[src/logic/spsd_params.svh]
`ifndef SPSD_PARAMS_SVH
`define SPSD_PARAMS_SVH
// ==================================================
// register offsets (byte addresses)
`define SPSD_OFF_CTRL 8'h00
`define SPSD_OFF_STAT 8'h04
`define SPSD_OFF_RXH 8'h08
`define SPSD_OFF_TXH 8'h0C
`define SPSD_OFF_RCNT 8'h10
`define SPSD_OFF_RNXT 8'h14
`define SPSD_OFF_TCNT 8'h18
`define SPSD_OFF_TNXT 8'h1C
`define SPSD_OFF_XCTL 8'h20
`define SPSD_OFF_XSTAT 8'h24
`define SPSD_OFF_ISR 8'h28
`define SPSD_OFF_IMR 8'h2C
// ==================================================
// field positions
`define SPSD_CTRL_EN 0
`define SPSD_CTRL_DIS 1
`define SPSD_CTRL_HDX 2
`define SPSD_XCTL_RXEN 0
`define SPSD_XCTL_RXDIS 1
`define SPSD_XCTL_TXEN 8
`define SPSD_XCTL_TXDIS 9
`define SPSD_XST_RX_REQ_ENABLED 0
`define SPSD_XST_TX_REQ_ENABLED 8
`define SPSD_SR_EN 16
`define SPSD_EVT_W 11
// ==================================================
// reset values
`define SPSD_RST_WORD 32'h0000_0000
`define SPSD_RST_EVT 11'h000
`endif

[src/logic/spsd_pkg.sv]
package spsd_pkg;
	// ==================================================
	// shared types
	typedef logic [31:0] spsd_word_t;
	typedef logic [7:0] spsd_addr_t;
	typedef enum logic [1:0] {
		SPSD_RESP_OKAY = 2'b00,
		SPSD_RESP_SLVERR = 2'b10
	} spsd_resp_t;
endpackage

[src/logic/spsd_reg_if.sv]
`timescale 1ns/1ps
// ==================================================
// register access strobes between bus slave and register file
interface spsd_reg_if;
	import spsd_pkg::*;
	logic wr_stb;
	logic rd_stb;
	spsd_addr_t wr_addr;
	spsd_addr_t rd_addr;
	spsd_word_t wdata;
	logic [3:0] wstrb;
	spsd_word_t rdata;
	logic wr_hit;
	logic rd_hit;
	modport bus (output wr_stb, rd_stb, wr_addr, rd_addr, wdata, wstrb,
		input rdata, wr_hit, rd_hit);
	modport regs (input wr_stb, rd_stb, wr_addr, rd_addr, wdata, wstrb,
		output rdata, wr_hit, rd_hit);
endinterface

[src/logic/spsd_top.sv]
`timescale 1ns/1ps
`include "spsd_params.svh"
module spsd_top #(
	parameter int DATA_W = 16,
	parameter int CNT_W = 16
) (
	// clock and reset
	input wire logic clock_i,
	input wire logic rst_i,
	// axi4-lite register bus
	input wire spsd_pkg::spsd_addr_t s_axi_awaddr_i,
	input wire logic s_axi_awvalid_i,
	output logic s_axi_awready_o,
	input wire spsd_pkg::spsd_word_t s_axi_wdata_i,
	input wire logic [3:0] s_axi_wstrb_i,
	input wire logic s_axi_wvalid_i,
	output logic s_axi_wready_o,
	output logic [1:0] s_axi_bresp_o,
	output logic s_axi_bvalid_o,
	input wire logic s_axi_bready_i,
	input wire spsd_pkg::spsd_addr_t s_axi_araddr_i,
	input wire logic s_axi_arvalid_i,
	output logic s_axi_arready_o,
	output spsd_pkg::spsd_word_t s_axi_rdata_o,
	output logic [1:0] s_axi_rresp_o,
	output logic s_axi_rvalid_o,
	input wire logic s_axi_rready_i,
	// serializer side
	input wire logic rx_load_i,
	input wire logic [DATA_W-1:0] rx_word_i,
	input wire logic tx_take_i,
	output logic [DATA_W-1:0] tx_word_o,
	output logic tx_word_valid_o,
	input wire logic shifter_idle_i,
	input wire logic mode_fault_i,
	input wire logic select_rise_i,
	input wire logic underrun_i,
	// peripheral dma side
	output logic rx_dma_req_o,
	input wire logic rx_dma_read_i,
	output logic [DATA_W-1:0] rx_dma_data_o,
	output logic tx_dma_req_o,
	input wire logic tx_dma_write_i,
	input wire logic [DATA_W-1:0] tx_dma_data_i,
	// interrupt
	output logic irq_o
);
	import spsd_pkg::*;

	// ==================================================
	// bus slave
	spsd_reg_if rif ();

	spsd_axil_slave u_bus (
		.clock_i(clock_i),
		.rst_i(rst_i),
		.s_axi_awaddr_i(s_axi_awaddr_i),
		.s_axi_awvalid_i(s_axi_awvalid_i),
		.s_axi_awready_o(s_axi_awready_o),
		.s_axi_wdata_i(s_axi_wdata_i),
		.s_axi_wstrb_i(s_axi_wstrb_i),
		.s_axi_wvalid_i(s_axi_wvalid_i),
		.s_axi_wready_o(s_axi_wready_o),
		.s_axi_bresp_o(s_axi_bresp_o),
		.s_axi_bvalid_o(s_axi_bvalid_o),
		.s_axi_bready_i(s_axi_bready_i),
		.s_axi_araddr_i(s_axi_araddr_i),
		.s_axi_arvalid_i(s_axi_arvalid_i),
		.s_axi_arready_o(s_axi_arready_o),
		.s_axi_rdata_o(s_axi_rdata_o),
		.s_axi_rresp_o(s_axi_rresp_o),
		.s_axi_rvalid_o(s_axi_rvalid_o),
		.s_axi_rready_i(s_axi_rready_i),
		.rif(rif.bus)
	);

	// ==================================================
	// declarations
	logic en_r;
	logic hdx_r;
	logic rx_ten_r;
	logic tx_ten_r;
	logic [DATA_W-1:0] rx_hold_r;
	logic rx_full_r;
	logic tx_full_r;
	logic tx_empty_r;
	logic mode_fault_flag_r;
	logic ovr_r;
	logic selr_r;
	logic undr_r;
	logic [`SPSD_EVT_W-1:0] flags;
	logic [`SPSD_EVT_W-1:0] flags_prev_r;
	logic [`SPSD_EVT_W-1:0] isr_r;
	logic [`SPSD_EVT_W-1:0] imr_r;
	spsd_word_t wmask;
	spsd_word_t wbits;
	spsd_word_t status_word;
	logic wr_ctrl;
	logic wr_txh;
	logic wr_rcnt;
	logic wr_rnxt;
	logic wr_tcnt;
	logic wr_tnxt;
	logic wr_xctl;
	logic wr_isr;
	logic wr_imr;
	logic rd_stat;
	logic rd_rxh;
	logic rx_take;
	logic tx_move;
	logic tx_fill;
	logic [DATA_W-1:0] tx_fill_data;
	logic [CNT_W-1:0] rx_cnt;
	logic [CNT_W-1:0] rx_next;
	logic [CNT_W-1:0] tx_cnt;
	logic [CNT_W-1:0] tx_next;
	logic rx_done;
	logic tx_done;
	logic rx_exh;
	logic tx_exh;

	// ==================================================
	// write decode with byte strobes
	genvar gb;
	generate
		for (gb = 0; gb < 4; gb++) begin : g_mask
			assign wmask[8*gb +: 8] = {8{rif.wstrb[gb]}};
		end
	endgenerate

	// written bits, masked by the byte strobes
	assign wbits = rif.wdata & wmask;
	assign wr_ctrl = rif.wr_stb && rif.wr_addr == `SPSD_OFF_CTRL;
	assign wr_txh = rif.wr_stb && rif.wr_addr == `SPSD_OFF_TXH;
	assign wr_rcnt = rif.wr_stb && rif.wr_addr == `SPSD_OFF_RCNT;
	assign wr_rnxt = rif.wr_stb && rif.wr_addr == `SPSD_OFF_RNXT;
	assign wr_tcnt = rif.wr_stb && rif.wr_addr == `SPSD_OFF_TCNT;
	assign wr_tnxt = rif.wr_stb && rif.wr_addr == `SPSD_OFF_TNXT;
	assign wr_xctl = rif.wr_stb && rif.wr_addr == `SPSD_OFF_XCTL;
	assign wr_isr = rif.wr_stb && rif.wr_addr == `SPSD_OFF_ISR;
	assign wr_imr = rif.wr_stb && rif.wr_addr == `SPSD_OFF_IMR;
	assign rd_stat = rif.rd_stb && rif.rd_addr == `SPSD_OFF_STAT;
	assign rd_rxh = rif.rd_stb && rif.rd_addr == `SPSD_OFF_RXH;

	// merge of a written value into the old one, byte by byte
	function automatic spsd_word_t merge(input spsd_word_t old_v);
		merge = (old_v & ~wmask) | wbits;
	endfunction

	// ==================================================
	// port control: enable and disable commands, half duplex mode
	always_ff @(posedge clock_i) begin
		if (rst_i) begin
			en_r <= 1'b0;
			hdx_r <= 1'b0;
		end else if (wr_ctrl) begin
			hdx_r <= rif.wstrb[0] ? rif.wdata[`SPSD_CTRL_HDX] : hdx_r;
			if (wbits[`SPSD_CTRL_DIS]) begin
				en_r <= 1'b0; // disable wins over enable
			end else if (wbits[`SPSD_CTRL_EN]) begin
				en_r <= 1'b1;
			end
		end
	end

	// dma request enables, set and cleared by command bits
	always_ff @(posedge clock_i) begin
		if (rst_i) begin
			rx_ten_r <= 1'b0;
			tx_ten_r <= 1'b0;
		end else if (wr_xctl) begin
			if (wbits[`SPSD_XCTL_RXDIS]) begin
				rx_ten_r <= 1'b0;
			end else if (wbits[`SPSD_XCTL_RXEN]) begin
				rx_ten_r <= 1'b1;
			end
			if (wbits[`SPSD_XCTL_TXDIS]) begin
				tx_ten_r <= 1'b0;
			end else if (wbits[`SPSD_XCTL_TXEN]) begin
				tx_ten_r <= 1'b1;
			end
		end
	end

	// ==================================================
	// receive holding register
	assign rx_take = rd_rxh || rx_dma_read_i;
	assign rx_dma_data_o = rx_hold_r;

	// word captured from the serializer
	always_ff @(posedge clock_i) begin
		if (rst_i) begin
			rx_hold_r <= '0;
		end else if (rx_load_i) begin
			rx_hold_r <= rx_word_i;
		end
	end

	// receive full: a load wins over a read in the same cycle
	always_ff @(posedge clock_i) begin
		if (rst_i) begin
			rx_full_r <= 1'b0;
		end else if (rx_load_i) begin
			rx_full_r <= 1'b1;
		end else if (rx_take) begin
			rx_full_r <= 1'b0;
		end
	end

	// overrun: a second load before the holding register was read
	always_ff @(posedge clock_i) begin
		if (rst_i) begin
			ovr_r <= 1'b0;
		end else if (rx_load_i && rx_full_r && !rx_take) begin
			ovr_r <= 1'b1;
		end else if (rd_stat) begin
			ovr_r <= 1'b0;
		end
	end

	// ==================================================
	// transmit holding register, filled by software or dma
	assign tx_fill = wr_txh || tx_dma_write_i;
	assign tx_fill_data = wr_txh ? rif.wdata[DATA_W-1:0] : tx_dma_data_i;
	assign tx_move = tx_take_i && tx_full_r;
	assign tx_word_valid_o = tx_full_r && en_r;

	// held word and its pending flag
	always_ff @(posedge clock_i) begin
		if (rst_i) begin
			tx_word_o <= '0;
			tx_full_r <= 1'b0;
		end else if (!en_r) begin
			tx_full_r <= 1'b0;
		end else if (tx_fill) begin
			tx_word_o <= tx_fill_data;
			tx_full_r <= 1'b1;
		end else if (tx_move) begin
			tx_full_r <= 1'b0;
		end
	end

	// transmit empty: zero at reset and while disabled, enable sets it
	always_ff @(posedge clock_i) begin
		if (rst_i) begin
			tx_empty_r <= 1'b0;
		end else if (wr_ctrl && wbits[`SPSD_CTRL_DIS]) begin
			tx_empty_r <= 1'b0;
		end else if (wr_ctrl && wbits[`SPSD_CTRL_EN]) begin
			tx_empty_r <= 1'b1;
		end else if (!en_r) begin
			tx_empty_r <= 1'b0;
		end else if (tx_fill) begin
			tx_empty_r <= 1'b0;
		end else if (tx_move) begin
			tx_empty_r <= 1'b1;
		end
	end

	// ==================================================
	// sticky error flags, cleared by a status read; set wins
	always_ff @(posedge clock_i) begin
		if (rst_i) begin
			mode_fault_flag_r <= 1'b0;
			selr_r <= 1'b0;
			undr_r <= 1'b0;
		end else begin
			if (mode_fault_i) begin
				mode_fault_flag_r <= 1'b1;
			end else if (rd_stat) begin
				mode_fault_flag_r <= 1'b0;
			end
			if (select_rise_i) begin
				selr_r <= 1'b1;
			end else if (rd_stat) begin
				selr_r <= 1'b0;
			end
			if (underrun_i) begin
				undr_r <= 1'b1;
			end else if (rd_stat) begin
				undr_r <= 1'b0;
			end
		end
	end

	// ==================================================
	// dma channels; in half duplex a next-count write goes to both
	spsd_dma_chan #(.CNT_W(CNT_W)) u_rx_dma (
		.clock_i(clock_i),
		.rst_i(rst_i),
		.wr_cnt_i(wr_rcnt),
		.wr_next_i(wr_rnxt || (hdx_r && wr_tnxt)),
		.wdata_i(wr_rcnt ? CNT_W'(merge(32'(rx_cnt)))
			: CNT_W'(merge(32'(hdx_r ? tx_next : rx_next)))),
		.beat_i(rx_dma_read_i),
		.cnt_o(rx_cnt),
		.next_o(rx_next),
		.done_o(rx_done),
		.exhausted_o(rx_exh)
	);

	spsd_dma_chan #(.CNT_W(CNT_W)) u_tx_dma (
		.clock_i(clock_i),
		.rst_i(rst_i),
		.wr_cnt_i(wr_tcnt),
		.wr_next_i(wr_tnxt || (hdx_r && wr_rnxt)),
		.wdata_i(wr_tcnt ? CNT_W'(merge(32'(tx_cnt))) : CNT_W'(merge(32'(tx_next)))),
		.beat_i(tx_dma_write_i),
		.cnt_o(tx_cnt),
		.next_o(tx_next),
		.done_o(tx_done),
		.exhausted_o(tx_exh)
	);

	// requests only while the request enable is set and a word is due; tx also needs the port enabled
	assign rx_dma_req_o = rx_ten_r && rx_full_r && rx_cnt != '0;
	assign tx_dma_req_o = tx_ten_r && tx_empty_r && en_r && tx_cnt != '0;

	// ==================================================
	// status word and interrupt events
	assign flags = {undr_r, tx_empty_r && shifter_idle_i, selr_r, tx_exh, rx_exh,
		tx_done, rx_done, ovr_r, mode_fault_flag_r, tx_empty_r, rx_full_r};
	assign status_word = {15'h0000, en_r, 5'h00, flags};

	// rising flags set sticky bits; write one clears, set wins
	always_ff @(posedge clock_i) begin
		if (rst_i) begin
			flags_prev_r <= flags; // no false edge after reset
			isr_r <= `SPSD_RST_EVT;
		end else begin
			flags_prev_r <= flags;
			isr_r <= (isr_r & ~(wr_isr ? wbits[`SPSD_EVT_W-1:0] : `SPSD_RST_EVT))
				| (flags & ~flags_prev_r);
		end
	end

	// interrupt mask and level output
	always_ff @(posedge clock_i) begin
		if (rst_i) begin
			imr_r <= `SPSD_RST_EVT;
			irq_o <= 1'b0;
		end else begin
			if (wr_imr) begin
				imr_r <= (imr_r & ~wmask[`SPSD_EVT_W-1:0]) | wbits[`SPSD_EVT_W-1:0];
			end
			irq_o <= |(isr_r & imr_r);
		end
	end

	// ==================================================
	// read mux and address decode
	assign rif.wr_hit = rif.wr_addr[1:0] == 2'b00 && rif.wr_addr <= `SPSD_OFF_IMR;

	always_comb begin
		rif.rdata = `SPSD_RST_WORD;
		rif.rd_hit = 1'b1;
		case (rif.rd_addr)
			`SPSD_OFF_CTRL: rif.rdata = 32'(hdx_r) << `SPSD_CTRL_HDX;
			`SPSD_OFF_STAT: rif.rdata = status_word;
			`SPSD_OFF_RXH: rif.rdata = 32'(rx_hold_r);
			`SPSD_OFF_TXH: rif.rdata = `SPSD_RST_WORD;
			`SPSD_OFF_RCNT: rif.rdata = 32'(rx_cnt);
			`SPSD_OFF_RNXT: rif.rdata = 32'(hdx_r ? tx_next : rx_next);
			`SPSD_OFF_TCNT: rif.rdata = 32'(tx_cnt);
			`SPSD_OFF_TNXT: rif.rdata = 32'(tx_next);
			`SPSD_OFF_XCTL: rif.rdata = `SPSD_RST_WORD;
			`SPSD_OFF_XSTAT: begin
				rif.rdata[`SPSD_XST_RX_REQ_ENABLED] = rx_ten_r;
				rif.rdata[`SPSD_XST_TX_REQ_ENABLED] = tx_ten_r;
			end
			`SPSD_OFF_ISR: rif.rdata = 32'(isr_r);
			`SPSD_OFF_IMR: rif.rdata = 32'(imr_r);
			default: rif.rd_hit = 1'b0;
		endcase
	end
endmodule

[src/logic/spsd_axil_slave.sv]
`timescale 1ns/1ps
`include "spsd_params.svh"
// ==================================================
// axi4-lite slave: one write and one read in flight
module spsd_axil_slave (
	// clock and reset
	input wire logic clock_i,
	input wire logic rst_i,
	// axi4-lite
	input wire spsd_pkg::spsd_addr_t s_axi_awaddr_i,
	input wire logic s_axi_awvalid_i,
	output logic s_axi_awready_o,
	input wire spsd_pkg::spsd_word_t s_axi_wdata_i,
	input wire logic [3:0] s_axi_wstrb_i,
	input wire logic s_axi_wvalid_i,
	output logic s_axi_wready_o,
	output logic [1:0] s_axi_bresp_o,
	output logic s_axi_bvalid_o,
	input wire logic s_axi_bready_i,
	input wire spsd_pkg::spsd_addr_t s_axi_araddr_i,
	input wire logic s_axi_arvalid_i,
	output logic s_axi_arready_o,
	output spsd_pkg::spsd_word_t s_axi_rdata_o,
	output logic [1:0] s_axi_rresp_o,
	output logic s_axi_rvalid_o,
	input wire logic s_axi_rready_i,
	// register side
	spsd_reg_if.bus rif
);
	import spsd_pkg::*;
	logic aw_have_r;
	logic w_have_r;
	logic ar_have_r;

	// ready while the slot is empty and no answer is pending
	assign s_axi_awready_o = !aw_have_r && !s_axi_bvalid_o;
	assign s_axi_wready_o = !w_have_r && !s_axi_bvalid_o;
	assign s_axi_arready_o = !ar_have_r && !s_axi_rvalid_o;
	assign rif.wr_stb = aw_have_r && w_have_r && !s_axi_bvalid_o;
	assign rif.rd_stb = ar_have_r && !s_axi_rvalid_o;

	// write address and data, taken in either order
	always_ff @(posedge clock_i) begin
		if (rst_i) begin
			aw_have_r <= 1'b0;
			w_have_r <= 1'b0;
			rif.wr_addr <= 8'h00;
			rif.wdata <= `SPSD_RST_WORD;
			rif.wstrb <= 4'h0;
		end else begin
			if (s_axi_awvalid_i && s_axi_awready_o) begin
				aw_have_r <= 1'b1;
				rif.wr_addr <= s_axi_awaddr_i;
			end else if (rif.wr_stb) begin
				aw_have_r <= 1'b0;
			end
			if (s_axi_wvalid_i && s_axi_wready_o) begin
				w_have_r <= 1'b1;
				rif.wdata <= s_axi_wdata_i;
				rif.wstrb <= s_axi_wstrb_i;
			end else if (rif.wr_stb) begin
				w_have_r <= 1'b0;
			end
		end
	end

	// write response
	always_ff @(posedge clock_i) begin
		if (rst_i) begin
			s_axi_bvalid_o <= 1'b0;
			s_axi_bresp_o <= SPSD_RESP_OKAY;
		end else if (rif.wr_stb) begin
			s_axi_bvalid_o <= 1'b1;
			s_axi_bresp_o <= rif.wr_hit ? SPSD_RESP_OKAY : SPSD_RESP_SLVERR;
		end else if (s_axi_bready_i) begin
			s_axi_bvalid_o <= 1'b0;
		end
	end

	// read address, data capture and response
	always_ff @(posedge clock_i) begin
		if (rst_i) begin
			ar_have_r <= 1'b0;
			rif.rd_addr <= 8'h00;
			s_axi_rvalid_o <= 1'b0;
			s_axi_rdata_o <= `SPSD_RST_WORD;
			s_axi_rresp_o <= SPSD_RESP_OKAY;
		end else begin
			if (s_axi_arvalid_i && s_axi_arready_o) begin
				ar_have_r <= 1'b1;
				rif.rd_addr <= s_axi_araddr_i;
			end else if (rif.rd_stb) begin
				ar_have_r <= 1'b0;
			end
			if (rif.rd_stb) begin
				s_axi_rvalid_o <= 1'b1;
				s_axi_rdata_o <= rif.rdata;
				s_axi_rresp_o <= rif.rd_hit ? SPSD_RESP_OKAY : SPSD_RESP_SLVERR;
			end else if (s_axi_rready_i) begin
				s_axi_rvalid_o <= 1'b0;
			end
		end
	end
endmodule

[src/logic/spsd_dma_chan.sv]
`timescale 1ns/1ps
// ==================================================
// one dma direction: current and next count with chaining
module spsd_dma_chan #(
	parameter int CNT_W = 16
) (
	// clock and reset
	input wire logic clock_i,
	input wire logic rst_i,
	// software writes
	input wire logic wr_cnt_i,
	input wire logic wr_next_i,
	input wire logic [CNT_W-1:0] wdata_i,
	// one word moved by the dma
	input wire logic beat_i,
	// state
	output logic [CNT_W-1:0] cnt_o,
	output logic [CNT_W-1:0] next_o,
	output logic done_o,
	output logic exhausted_o
);
	logic last_beat;

	assign last_beat = beat_i && (cnt_o == CNT_W'(1));
	assign exhausted_o = (cnt_o == '0) && (next_o == '0);

	// current count, reloaded from the next count when it runs out
	always_ff @(posedge clock_i) begin
		if (rst_i) begin
			cnt_o <= '0;
		end else if (wr_cnt_i) begin
			cnt_o <= wdata_i;
		end else if (last_beat) begin
			cnt_o <= next_o;
		end else if (beat_i && cnt_o != '0) begin
			cnt_o <= cnt_o - CNT_W'(1);
		end
	end

	// next count, consumed by the reload
	always_ff @(posedge clock_i) begin
		if (rst_i) begin
			next_o <= '0;
		end else if (wr_next_i) begin
			next_o <= wdata_i;
		end else if (last_beat && !wr_cnt_i) begin
			next_o <= '0;
		end
	end

	// end of buffer: set on the last beat of a count; set wins over a next-count write, a count write wins over set
	always_ff @(posedge clock_i) begin
		if (rst_i) begin
			done_o <= 1'b0;
		end else if (last_beat && !wr_cnt_i) begin
			done_o <= 1'b1;
		end else if (wr_cnt_i || wr_next_i) begin
			done_o <= 1'b0;
		end
	end
endmodule

[config.mk]
export PLATFORM = sky130hd
export DESIGN_NAME = spsd_top
export DESIGN_NICKNAME = d
export VERILOG_FILES = /design/src/logic/spsd_pkg.sv /design/src/logic/spsd_reg_if.sv /design/src/logic/spsd_top.sv /design/src/logic/spsd_axil_slave.sv /design/src/logic/spsd_dma_chan.sv
export VERILOG_INCLUDE_DIRS = /design/src /design/src/logic
export SDC_FILE = /design/constraint.sdc
export NUM_CORES = 1
export LEC_CHECK = 0
export BUFFER_PORTS_ARGS = -buffer_cell sky130_fd_sc_hd__buf_4
export CORE_MARGIN = 3
export CORE_UTILIZATION = 58
export DETAILED_ROUTE_END_ITERATION = 10
export PLACE_DENSITY = 0.81
export SLEW_MARGIN = 10
export SYNTH_ARGS = -nofsm -noshare
export SYNTH_HDL_FRONTEND = slang
export SYNTH_HIERARCHICAL = 1
export SYNTH_SLANG_ARGS = --single-unit
[constraint.sdc]
create_clock -name clock_i -period 3.8 [get_ports clock_i]
set_clock_uncertainty 0.1 [all_clocks]
set_input_delay 0.19 -clock clock_i [delete_from_list [all_inputs] [get_ports clock_i]]
set_output_delay 0.19 -clock clock_i [all_outputs]
set_load 0.02 [all_outputs]
==> run_summary.xml, run 1 <==
<?xml version="1.0" encoding="UTF-8"?>
<metrics>
  <group name="timing">
    <metric name="setup_ws" unit="ps">451</metric>
    <metric name="unrepaired_setup_endpoints_after_global_routing" unit="">false</metric>
    <metric name="finalCriticalPeriod" unit="ps">3350</metric>
    <metric name="highest_clock_rate" unit="MHz">299</metric>
    <metric name="worst-slew-pin-transition" unit="ps">1200</metric>
    <metric name="timing.max_slew.rel_slack" unit="%">19.1</metric>
    <metric name="max_slew_violation_count" unit="">0</metric>
    <metric name="finalSetupViolations" unit="">0</metric>
    <metric name="totalNegativeSetupSlack" unit="ps">0</metric>
    <metric name="finalHoldViolations" unit="">0</metric>
    <metric name="period_share" unit="%">88.1</metric>
  </group>
  <group name="grt">
    <metric name="grt_max_degree" unit="">98</metric>
    <metric name="grt_remaining_overflow" unit="">0</metric>
    <metric name="wire_length_of_the_first_global_routing_pass" unit="um">63000</metric>
    <metric name="number_of_antenna_violations_at_the_first_check_in_global_routing" unit="">1</metric>
    <metric name="first_global_vias" unit="">11500</metric>
    <metric name="groute.usage.overall" unit="%">35.3</metric>
  </group>
  <group name="clock_network">
    <metric name="cts_buffers" unit="">24</metric>
    <metric name="holdBufCountCts" unit="">73</metric>
    <metric name="tritoncts_num_sinks" unit="">216</metric>
    <metric name="postCtsResizedCells" unit="">0</metric>
    <metric name="clock_latency" unit="ps">520</metric>
    <metric name="cts_root_buf" unit="">sky130_fd_sc_hd__clkbuf_16</metric>
    <metric name="cts_post_setup_buffers_inserted" unit="">0</metric>
    <metric name="tritoncts" unit="">yes</metric>
    <metric name="cts.reportedPaths.clkPinSlew" unit="ps">60</metric>
    <metric name="htree_num_levels" unit="">1</metric>
    <metric name="clock_tree.buffer_depth" unit="">3</metric>
  </group>
  <group name="placement">
    <metric name="placed_area" unit="mm^2">0.0129</metric>
    <metric name="place_hpwl" unit="um">26400</metric>
    <metric name="dp_cells" unit="">1749</metric>
    <metric name="port_buffers" unit="">155</metric>
    <metric name="finalWeightedCongestion" unit="">1.06</metric>
    <metric name="place_worst_setup_slack" unit="ps">665</metric>
  </group>
  <group name="setup_path">
    <metric name="worst_setup_path_end_kind" unit="">flip-flop</metric>
    <metric name="cp-endpoint" unit="">u_tx_dma/cnt_o[0]</metric>
    <metric name="criticalPathCategory" unit="">flip-flop to flip-flop</metric>
    <metric name="r2r_start" unit="">u_bus/s_axi_bvalid_o</metric>
    <metric name="reg2reg_setup_slack" unit="ps">450</metric>
    <metric name="timing.critical_path.from_type" unit="">flip-flop</metric>
    <metric name="critPathMaxFanout" unit="">17</metric>
    <metric name="worst_r2r_path_depth" unit="">10</metric>
    <metric name="worstReg2RegEnd" unit="">u_tx_dma/cnt_o[0]</metric>
    <metric name="worst-endpoint-required" unit="ps">4100</metric>
    <metric name="critical_path_arrival" unit="ps">3650</metric>
    <metric name="startpoint" unit="">u_bus/s_axi_bvalid_o</metric>
  </group>
  <group name="routing">
    <metric name="routed-via-count" unit="">12100</metric>
    <metric name="1st_iter_drt_viols" unit="">1404</metric>
    <metric name="antenna_violating_nets_remaining" unit="">0</metric>
    <metric name="drt_drc_violations_left" unit="">0</metric>
    <metric name="finalWirelength" unit="um">40300</metric>
    <metric name="route.detailed.wl_per_inst" unit="um">21.7</metric>
    <metric name="drtPass1Iterations" unit="">8</metric>
    <metric name="vias_per_cell" unit="">6.51</metric>
  </group>
  <group name="die">
    <metric name="die_height" unit="um">148</metric>
    <metric name="placementRows" unit="">51</metric>
    <metric name="ioPinCount" unit="">176</metric>
    <metric name="floorplan.initialDensity" unit="%">59.6</metric>
    <metric name="fp.coreArea" unit="mm^2">0.0196</metric>
    <metric name="dieWidth" unit="um">148</metric>
    <metric name="overall_die_area" unit="mm^2">0.0219</metric>
  </group>
  <group name="outcome">
    <metric name="outcome" unit="">completed</metric>
  </group>
  <group name="yosys">
    <metric name="synth_area_per_cell" unit="um^2">8.35</metric>
    <metric name="ys_warnings" unit="">6</metric>
    <metric name="mappedNetlistArea" unit="mm^2">0.0117</metric>
    <metric name="number_of_instances_in_the_synthesized_netlist" unit="">1398</metric>
  </group>
  <group name="pwr">
    <metric name="internal_power" unit="W">0.00441</metric>
    <metric name="switching_power_share_of_the_total" unit="%">30.4</metric>
    <metric name="net_switching" unit="W">0.00193</metric>
    <metric name="power.density" unit="mW/mm^2">440</metric>
    <metric name="power.combinational.fraction" unit="%">21.0</metric>
    <metric name="power.clock.fraction" unit="%">37.1</metric>
    <metric name="leakage" unit="nW">5.68</metric>
    <metric name="vdd_ir_drop_max" unit="mV">0.270</metric>
    <metric name="part_of_the_power_in_registers" unit="%">41.9</metric>
  </group>
  <group name="finish">
    <metric name="fin_cells" unit="">1863</metric>
    <metric name="utilization" unit="%">73.6</metric>
    <metric name="area_growth_synth_to_finish" unit="%">23.6</metric>
    <metric name="layout-drive-gt1-share" unit="%">18.2</metric>
    <metric name="layout.nets" unit="">1686</metric>
    <metric name="layout_common_cells" unit="">sky130_fd_sc_hd__dfxtp_1 (216), sky130_fd_sc_hd__nand2_1 (174), sky130_fd_sc_hd__buf_4 (174)</metric>
    <metric name="most_common_cell_after_layout_fill_and_taps_aside" unit="">sky130_fd_sc_hd__dfxtp_1</metric>
    <metric name="fin_area" unit="mm^2">0.0144</metric>
  </group>
  <group name="worst_hold_path">
    <metric name="holdCritPathClass" unit="">input pin to flip-flop</metric>
  </group>
  <group name="run">
    <metric name="cap_violations" unit="">0</metric>
  </group>
</metrics>
stage by stage:
stage / hold slack, ps / total power [W]
after floorplan: 194 / 0.00353
after global placement: 279 / 0.00387
after detailed placement: 280 / 0.00390
after CTS: 4.72 / 0.00628
after global routing: 52.2 / 0.00657
final: 20.3 / 0.00634
registers in the layout (all words and copies together) (netlist names), 2 cells and up, named ones only:
| signal | cells |
|---|---|
| flags_prev_r | 11 |
| isr_r | 11 |
| rx_dma_data_o | 16 |
| tx_word_o | 16 |
| u_bus/rif.rd_addr | 8 |
| u_bus/rif.wdata | 16 |
| u_bus/rif.wr_addr | 8 |
| u_bus/rif.wstrb | 2 |
| u_bus/s_axi_rdata_o | 32 |
| u_rx_dma/cnt_o | 16 |
| u_rx_dma/next_o | 16 |
| u_tx_dma/cnt_o | 16 |
| u_tx_dma/next_o | 16 |
final cells by class:
type	count	area, um^2
Tap cell	265	332
Clock inverter	6	123
Multi-Input combinational cell	1047	6740
Inverter	45	169
Timing Repair Buffer	249	2070
Fill cell	1464	5170
Sequential cell	216	4320
Antenna cell	1	2.50
Clock buffer	34	668
routing by layer:
metal  part of all wire [%]  track usage [%]  vias up
met2                     46             57.7      828
li1                       -                -     5490
met5                      0                0        -
met3                     10             7.20      146
met4                    4.3             14.4        0
met1                     39             45.8     5657
worst max-delay path, cell delays in order, from the launching register on:
cell,delay [ps]
sky130_fd_sc_hd__dfxtp_1,430
sky130_fd_sc_hd__and3b_1,360
sky130_fd_sc_hd__nor4b_1,280
sky130_fd_sc_hd__buf_4,210
sky130_fd_sc_hd__nand3_1,90
sky130_fd_sc_hd__buf_4,280
sky130_fd_sc_hd__inv_1,100
sky130_fd_sc_hd__inv_1,240
sky130_fd_sc_hd__o21ai_1,660
sky130_fd_sc_hd__nor2_1,120
sky130_fd_sc_hd__a311oi_1,350
how the worst min path moves through the flow:
stage / end / depth (start not counted) / from
2_1_floorplan: u_bus/s_axi_rvalid_o / 1 / s_axi_rready_i
3_3_place_gp: flags_prev_r[4] / 0 / u_rx_dma/done_o
3_5_place_dp: flags_prev_r[4] / 0 / u_rx_dma/done_o
4_1_cts: rx_full_r / 4 / rx_dma_read_i
5_1_grt: rx_full_r / 4 / rx_dma_read_i
6_report: rx_full_r / 3 / rx_load_i
power by group through the flow:
| stage | clock network (W) | registers [W] | logic (W) |
|---|---|---|---|
| final | 0.00235 | 0.00266 | 0.00133 |
| after global routing | 0.00246 | 0.00267 | 0.00143 |
| after CTS | 0.00236 | 0.00265 | 0.00128 |
| after detailed placement | 0 | 0.00269 | 0.00121 |
| after global placement | 0 | 0.00269 | 0.00118 |
| after floorplan | 0 | 0.00262 | 0.000900 |
Power figures use the tool's default switching activity.
==> inputs of run 2 (changes only) <==
--- a/config.mk
+++ b/config.mk
@@ -9,10 +9,9 @@
 export BUFFER_PORTS_ARGS = -buffer_cell sky130_fd_sc_hd__buf_4
 export CORE_MARGIN = 3
-export CORE_UTILIZATION = 58
+export CORE_UTILIZATION = 57
 export DETAILED_ROUTE_END_ITERATION = 10
-export PLACE_DENSITY = 0.81
+export PLACE_DENSITY = 0.8
 export SLEW_MARGIN = 10
 export SYNTH_ARGS = -nofsm -noshare
 export SYNTH_HDL_FRONTEND = slang
-export SYNTH_HIERARCHICAL = 1
 export SYNTH_SLANG_ARGS = --single-unit
==> constraint.sdc (replaced) <==
create_clock -name clock_i -period 3.8 [get_ports clock_i]
set_clock_uncertainty 0.1 [all_clocks]
set_input_delay 0.57 -clock clock_i [delete_from_list [all_inputs] [get_ports clock_i]]
set_output_delay 0.57 -clock clock_i [all_outputs]
set_load 0.02 [all_outputs]
==> run 2 against run 1 <==
  * Fmax grew 6.6%
  * Sequential share of layout area up 1.8 points
  * Final area fell by 12%
  * Critical path depth decreased by 4
  * Die area shrank 4.8%
==> run_summary.xml, run 2 <==
<?xml version="1.0" encoding="UTF-8"?>
<metrics>
  <group name="outcome">
    <metric name="outcome" unit="">completed</metric>
  </group>
  <group name="routing">
    <metric name="1st_iter_drt_viols" unit="">1591</metric>
    <metric name="drt_drc_violations_left" unit="">0</metric>
    <metric name="antenna_violating_nets_remaining" unit="">0</metric>
    <metric name="routed-via-count" unit="">11500</metric>
    <metric name="route.detailed.wl_per_inst" unit="um">22.0</metric>
    <metric name="vias_per_cell" unit="">6.62</metric>
    <metric name="drtPass1Iterations" unit="">8</metric>
    <metric name="finalWirelength" unit="um">38100</metric>
  </group>
  <group name="grt">
    <metric name="first_global_vias" unit="">10300</metric>
    <metric name="groute.usage.overall" unit="%">35.5</metric>
    <metric name="wire_length_of_the_first_global_routing_pass" unit="um">58400</metric>
    <metric name="grt_remaining_overflow" unit="">0</metric>
    <metric name="grt_max_degree" unit="">121</metric>
    <metric name="number_of_antenna_violations_at_the_first_check_in_global_routing" unit="">1</metric>
  </group>
  <group name="clock_network">
    <metric name="clock_tree.buffer_depth" unit="">3</metric>
    <metric name="holdBufCountCts" unit="">0</metric>
    <metric name="cts.reportedPaths.clkPinSlew" unit="ps">60</metric>
    <metric name="cts_post_setup_buffers_inserted" unit="">0</metric>
    <metric name="cts_root_buf" unit="">sky130_fd_sc_hd__clkbuf_16</metric>
    <metric name="tritoncts" unit="">yes</metric>
    <metric name="tritoncts_num_sinks" unit="">201</metric>
    <metric name="clock_latency" unit="ps">520</metric>
    <metric name="htree_num_levels" unit="">1</metric>
    <metric name="postCtsResizedCells" unit="">0</metric>
    <metric name="cts_buffers" unit="">23</metric>
  </group>
  <group name="finish">
    <metric name="layout.filler_cells" unit="">1571</metric>
    <metric name="multiInputGateArea" unit="mm^2">0.00625</metric>
    <metric name="seqCellArea" unit="mm^2">0.00402</metric>
    <metric name="layout.nets" unit="">1595</metric>
    <metric name="antenna-diode-count" unit="">0</metric>
    <metric name="layout-drive-gt1-share" unit="%">15.6</metric>
    <metric name="fin_cells" unit="">1733</metric>
    <metric name="area_growth_synth_to_finish" unit="%">16.3</metric>
    <metric name="largest_reg_flops" unit="">17</metric>
    <metric name="layout_common_cells" unit="">sky130_fd_sc_hd__nand2_1 (238), sky130_fd_sc_hd__dfxtp_1 (201), sky130_fd_sc_hd__buf_4 (167)</metric>
    <metric name="utilization" unit="%">68.9</metric>
    <metric name="max_flop_register" unit="">u_bus.s_axi_rdata_o</metric>
    <metric name="most_common_cell_after_layout_fill_and_taps_aside" unit="">sky130_fd_sc_hd__nand2_1</metric>
  </group>
  <group name="setup_path">
    <metric name="r2r_start" unit="">u_bus.rif.rd_addr[3]</metric>
    <metric name="critical_path_arrival" unit="ps">2470</metric>
    <metric name="timing.critical_path.from_type" unit="">flip-flop</metric>
    <metric name="critPathMaxFanout" unit="">6</metric>
    <metric name="worst-endpoint-required" unit="ps">3130</metric>
    <metric name="startpoint" unit="">u_tx_dma.cnt_o[0]</metric>
    <metric name="worst_r2r_path_depth" unit="">5</metric>
    <metric name="worst_setup_path_end_kind" unit="">output pin</metric>
    <metric name="criticalPathCategory" unit="">flip-flop to output pin</metric>
    <metric name="reg2reg_setup_slack" unit="ps">990</metric>
  </group>
  <group name="pwr">
    <metric name="leakage" unit="nW">5.01</metric>
    <metric name="vdd_ir_drop_max" unit="mV">0.315</metric>
    <metric name="power.density" unit="mW/mm^2">594</metric>
    <metric name="overall_power" unit="W">0.00754</metric>
  </group>
  <group name="yosys">
    <metric name="synth_flop_cell" unit="">sky130_fd_sc_hd__dfxtp_1</metric>
    <metric name="synth_area_per_cell" unit="um^2">7.77</metric>
    <metric name="most_frequent_cell_after_synthesis" unit="">sky130_fd_sc_hd__nand2_1</metric>
    <metric name="ys_warnings" unit="">0</metric>
    <metric name="synthTopCellsByArea" unit="">sky130_fd_sc_hd__dfxtp_1 (37%), sky130_fd_sc_hd__nand2_1 (8.2%), sky130_fd_sc_hd__a21oi_1 (7.1%)</metric>
    <metric name="mappedNetlistArea" unit="mm^2">0.0109</metric>
    <metric name="asyncSetResetFlopFracSynth" unit="%">0</metric>
    <metric name="post-synth-top-area-cell" unit="">sky130_fd_sc_hd__dfxtp_1</metric>
    <metric name="number_of_instances_in_the_synthesized_netlist" unit="">1402</metric>
    <metric name="synth_top_cells_by_count" unit="">sky130_fd_sc_hd__nand2_1 (238), sky130_fd_sc_hd__dfxtp_1 (201), sky130_fd_sc_hd__a21oi_1 (154)</metric>
    <metric name="synth_largest_type_area_fraction" unit="%">36.9</metric>
    <metric name="count_of_cell_types_in_the_netlist" unit="">79</metric>
    <metric name="synth_edf_count" unit="">0</metric>
    <metric name="synth-seq-area-share" unit="%">36.9</metric>
    <metric name="ys_seq_elements" unit="">201</metric>
  </group>
  <group name="die">
    <metric name="ioPinCount" unit="">176</metric>
    <metric name="overall_die_area" unit="mm^2">0.0208</metric>
    <metric name="fp.coreArea" unit="mm^2">0.0184</metric>
    <metric name="floorplan.initialDensity" unit="%">59.3</metric>
    <metric name="die_height" unit="um">144</metric>
    <metric name="placementRows" unit="">49</metric>
    <metric name="dieWidth" unit="um">144</metric>
  </group>
  <group name="placement">
    <metric name="finalWeightedCongestion" unit="">0.970</metric>
    <metric name="port_buffers" unit="">140</metric>
    <metric name="dp_cells" unit="">1695</metric>
    <metric name="place_hpwl" unit="um">27200</metric>
  </group>
  <group name="timing">
    <metric name="finalSetupViolations" unit="">0</metric>
    <metric name="highest_clock_rate" unit="MHz">318</metric>
    <metric name="finalHoldViolations" unit="">0</metric>
    <metric name="timing.hold.ws" unit="ps">151</metric>
    <metric name="max_slew_violation_count" unit="">0</metric>
    <metric name="worst-slew-pin-transition" unit="ps">976</metric>
    <metric name="finalCriticalPeriod" unit="ps">3140</metric>
    <metric name="totalNegativeSetupSlack" unit="ps">0</metric>
    <metric name="period_share" unit="%">82.7</metric>
    <metric name="timing.max_slew.rel_slack" unit="%">34.8</metric>
    <metric name="unrepaired_setup_endpoints_after_global_routing" unit="">false</metric>
  </group>
  <group name="run">
    <metric name="cap_violations" unit="">0</metric>
  </group>
  <group name="worst_hold_path">
    <metric name="start_point_of_the_worst_min_delay_path" unit="">s_axi_rready_i</metric>
    <metric name="holdCritPathClass" unit="">input pin to flip-flop</metric>
    <metric name="timing.hold.worst_path_depth" unit="">2</metric>
  </group>
</metrics>
run 2: cell types whose count changed in the layout (fill, tap and decap cells not counted), moves of 24 or more:
cell | before | now
sky130_fd_sc_hd__a21oi_1 | 96 | 154
sky130_fd_sc_hd__nand2_1 | 174 | 238
sky130_fd_sc_hd__o21ai_0 | 59 | 88
sky130_fd_sc_hd__dlygate4sd3_1 | 73 | 0
sky130_fd_sc_hd__a311oi_1 | 8 | 33
sky130_fd_sc_hd__mux2_2 | 27 | 3
sky130_fd_sc_hd__nor4_1 | 51 | 16
sky130_fd_sc_hd__nor2_1 | 149 | 113
sky130_fd_sc_hd__a22oi_1 | 48 | 9
run 2: worst max-delay path: stages, from the launching register on:
cell	delay [ps]
sky130_fd_sc_hd__dfxtp_1	370
sky130_fd_sc_hd__inv_1	180
sky130_fd_sc_hd__ha_1	330
sky130_fd_sc_hd__nor3b_1	220
sky130_fd_sc_hd__nand4_1	340
sky130_fd_sc_hd__and4_1	360
sky130_fd_sc_hd__buf_4	160
run 2: per-stage QoR:
| step | setup slack (ps) | cell area (um^2) |
|---|---|---|
| finish | 657 | 12700 |
| global route | 511 | 12700 |
| floorplan | 1660 | 11000 |
| CTS | 721 | 12700 |
| detailed placement | 1090 | 11900 |
| global placement | 1110 | 11900 |
run 2: cells by family (layout without fill, tap and decap cells):
group | count (synthesis) | in the layout | share of synthesized area (%)
fa+ha+maj | 5 | 5 | 0.574
simple gates | 520 | 520 | 22.8
mux | 55 | 55 | 5.09
compound gates | 462 | 462 | 27.6
other cells | 1 | 17 | 0.0344
flops | 201 | 201 | 36.9
xor+xnor | 8 | 8 | 0.643
buf+inv | 150 | 236 | 6.33
run 2: layout make-up:
cell class	count	area share, %
inverters	30	0.888
well taps	229	2.26
multi-input cells	1067	49.3
clock inverters	8	0.780
flip-flops and latches	201	31.7
repair buffers	168	10.0
clock buffers	30	4.98
run 2: report_power, final:
part           leakage (nW)  switching (W)  total [W]  internal, W
clock network         0.355       0.000887    0.00219      0.00130
logic                  3.01        0.00150    0.00252      0.00102
registers              1.64       0.000495    0.00283      0.00234
total                  5.01        0.00288    0.00754      0.00465
run 2: final timing paths:
| path | end |
|---|---|
| setup / recovery | tx_dma_req_o |
| hold / removal | u_bus.s_axi_rvalid_o |
| setup reg to reg | ovr_r |
| hold reg to reg | flags_prev_r[4] |
run 2: layer usage:
layer / routed length (um) / GRT usage (%)
met5: 13 / 0
met4: 1910 / 15.7
met3: 4280 / 6.68
met2: 16600 / 54.1
met1: 15300 / 49.1
==> inputs of run 3 (changes only) <==
- clock period: 3.8 -> 2.95 ns (I/O delays scaled with it)
==> run 3 against run 2 <==
  * Cell count up 0.75%
  * Wire length fell by 0.15%
  * Worst setup slack worse by 570 ps
  * Critical path depth unchanged
  * First-iteration DRC count down 16%
  * Sequential share of layout area decreased by 0.14 points
  * Largest cell class unchanged
==> run_summary.xml, run 3 (synthesized netlist as in run 2, its figures left out) <==
<?xml version="1.0" encoding="UTF-8"?>
<metrics>
  <group name="outcome">
    <metric name="outcome" unit="">completed</metric>
  </group>
  <group name="routing">
    <metric name="drt_drc_violations_left" unit="">0</metric>
    <metric name="drtPass1Iterations" unit="">5</metric>
    <metric name="vias_per_cell" unit="">6.59</metric>
    <metric name="route.detailed.wl_per_inst" unit="um">21.8</metric>
    <metric name="routed-via-count" unit="">11500</metric>
    <metric name="antenna_violating_nets_remaining" unit="">0</metric>
    <metric name="finalWirelength" unit="um">38000</metric>
    <metric name="1st_iter_drt_viols" unit="">1343</metric>
  </group>
  <group name="die">
    <metric name="placementRows" unit="">49</metric>
    <metric name="die_height" unit="um">144</metric>
    <metric name="overall_die_area" unit="mm^2">0.0208</metric>
    <metric name="fp.coreArea" unit="mm^2">0.0184</metric>
    <metric name="dieWidth" unit="um">144</metric>
    <metric name="floorplan.initialDensity" unit="%">59.3</metric>
    <metric name="ioPinCount" unit="">176</metric>
  </group>
  <group name="clock_network">
    <metric name="cts_root_buf" unit="">sky130_fd_sc_hd__clkbuf_16</metric>
    <metric name="htree_num_levels" unit="">1</metric>
    <metric name="holdBufCountCts" unit="">0</metric>
    <metric name="cts.reportedPaths.clkPinSlew" unit="ps">60</metric>
    <metric name="tritoncts_num_sinks" unit="">201</metric>
    <metric name="clock_tree.buffer_depth" unit="">3</metric>
    <metric name="tritoncts" unit="">yes</metric>
    <metric name="cts_buffers" unit="">22</metric>
    <metric name="clock_latency" unit="ps">520</metric>
  </group>
  <group name="setup_path">
    <metric name="worst_setup_path_end_kind" unit="">output pin</metric>
    <metric name="timing.critical_path.from_type" unit="">flip-flop</metric>
    <metric name="critical_path_arrival" unit="ps">2320</metric>
    <metric name="worst-endpoint-required" unit="ps">2410</metric>
    <metric name="critPathMaxFanout" unit="">6</metric>
    <metric name="criticalPathCategory" unit="">flip-flop to output pin</metric>
  </group>
  <group name="grt">
    <metric name="number_of_antenna_violations_at_the_first_check_in_global_routing" unit="">0</metric>
    <metric name="first_global_vias" unit="">10400</metric>
    <metric name="groute.usage.overall" unit="%">35.8</metric>
    <metric name="grt_max_degree" unit="">68</metric>
    <metric name="wire_length_of_the_first_global_routing_pass" unit="um">59000</metric>
    <metric name="grt_remaining_overflow" unit="">0</metric>
  </group>
  <group name="worst_hold_path">
    <metric name="holdCritPathClass" unit="">input pin to flip-flop</metric>
  </group>
  <group name="timing">
    <metric name="period_share" unit="%">97.0</metric>
    <metric name="highest_clock_rate" unit="MHz">349</metric>
    <metric name="timing.hold.ws" unit="ps">21.0</metric>
    <metric name="finalHoldViolations" unit="">0</metric>
    <metric name="worst-slew-pin-transition" unit="ps">911</metric>
    <metric name="timing.max_slew.rel_slack" unit="%">39.3</metric>
    <metric name="totalNegativeSetupSlack" unit="ps">0</metric>
    <metric name="finalCriticalPeriod" unit="ps">2860</metric>
    <metric name="finalSetupViolations" unit="">0</metric>
    <metric name="max_slew_violation_count" unit="">0</metric>
  </group>
  <group name="finish">
    <metric name="most_common_cell_after_layout_fill_and_taps_aside" unit="">sky130_fd_sc_hd__nand2_1</metric>
    <metric name="layout.nets" unit="">1606</metric>
    <metric name="largest_reg_flops" unit="">17</metric>
    <metric name="seqCellArea" unit="mm^2">0.00402</metric>
    <metric name="multiInputGateArea" unit="mm^2">0.00625</metric>
    <metric name="area_growth_synth_to_finish" unit="%">16.9</metric>
    <metric name="max_flop_register" unit="">u_bus.s_axi_rdata_o</metric>
    <metric name="layout.filler_cells" unit="">1554</metric>
    <metric name="layout_common_cells" unit="">sky130_fd_sc_hd__nand2_1 (238), sky130_fd_sc_hd__dfxtp_1 (201), sky130_fd_sc_hd__buf_4 (180)</metric>
    <metric name="layout-drive-gt1-share" unit="%">16.3</metric>
    <metric name="antenna-diode-count" unit="">0</metric>
  </group>
  <group name="placement">
    <metric name="port_buffers" unit="">140</metric>
    <metric name="finalWeightedCongestion" unit="">1.00</metric>
    <metric name="place_hpwl" unit="um">27100</metric>
  </group>
  <group name="pwr">
    <metric name="vdd_ir_drop_max" unit="mV">0.534</metric>
    <metric name="power.density" unit="mW/mm^2">763</metric>
    <metric name="leakage" unit="nW">5.04</metric>
  </group>
  <group name="run">
    <metric name="cap_violations" unit="">0</metric>
  </group>
</metrics>
run 3: final timing paths:
| check | cells past startpoint | startpoint | endpoint | slack [ps] |
|---|---|---|---|---|
| hold / removal | 2 | s_axi_rready_i | u_bus.s_axi_rvalid_o | 20 |
| setup / recovery | 6 | u_tx_dma.cnt_o[1] | tx_dma_req_o | 90 |
| hold reg to reg | 0 | u_rx_dma.done_o | flags_prev_r[4] | 260 |
| setup reg to reg | 6 | u_bus.rif.rd_addr[5] | u_bus.s_axi_rdata_o[13] | 330 |
run 3: through the flow:
step | instances | setup slack, ps | util [%] | power (W) | cell area, um^2
final | 1746 | 87.9 | 69.2 | 0.00972 | 12700
after global routing | 1746 | -2.28 | 69.2 | 0.0102 | 12700
after CTS | 1745 | 19.5 | 69.2 | 0.00957 | 12700
after detailed placement | 1706 | 432 | 65.3 | 0.00684 | 12000
after global placement | 1706 | 483 | 65.3 | 0.00678 | 12000
after floorplan | 1418 | 814 | - | 0.00600 | 11000
run 3: area by class of cell:
type | instances | area share (%)
clock inverters | 11 | 0.884
multi-input cells | 1067 | 49.1
repair buffers | 180 | 10.6
clock buffers | 28 | 4.67
flip-flops and latches | 201 | 31.6
well taps | 229 | 2.25
inverters | 30 | 0.884
run 3: what timing repair did:
| action | in CTS | in global routing |
|---|---|---|
| buffers inserted | 0 | 1 |
| endpoints found under the setup margin | 0 | 1 |
| resized for setup | 0 | 1 |
run 3: metal layers:
layer	vias up	wire [um]	track usage, %
met3	141	4760	9.16
met1	5304	14800	48.4
met4	0	2100	16.7
met2	807	16300	53.6
li1	5259	-	-
met5	-	0	0
run 3: worst max-delay path, stage by stage (launching register included):
cell                      delay, ps
sky130_fd_sc_hd__dfxtp_1        400
sky130_fd_sc_hd__inv_1          140
sky130_fd_sc_hd__ha_2           270
sky130_fd_sc_hd__nor3b_1        210
sky130_fd_sc_hd__nand4_1        290
sky130_fd_sc_hd__and4_1         330
sky130_fd_sc_hd__buf_4          160
run 3: power breakdown:
part	total, W	internal (W)	switching [W]	leakage, nW
Sequential	0.00363	0.00301	0.000623	1.64
Combinational	0.00332	0.00135	0.00198	3.06
Clock	0.00276	0.00160	0.00116	0.342
Total	0.00972	0.00596	0.00376	5.04
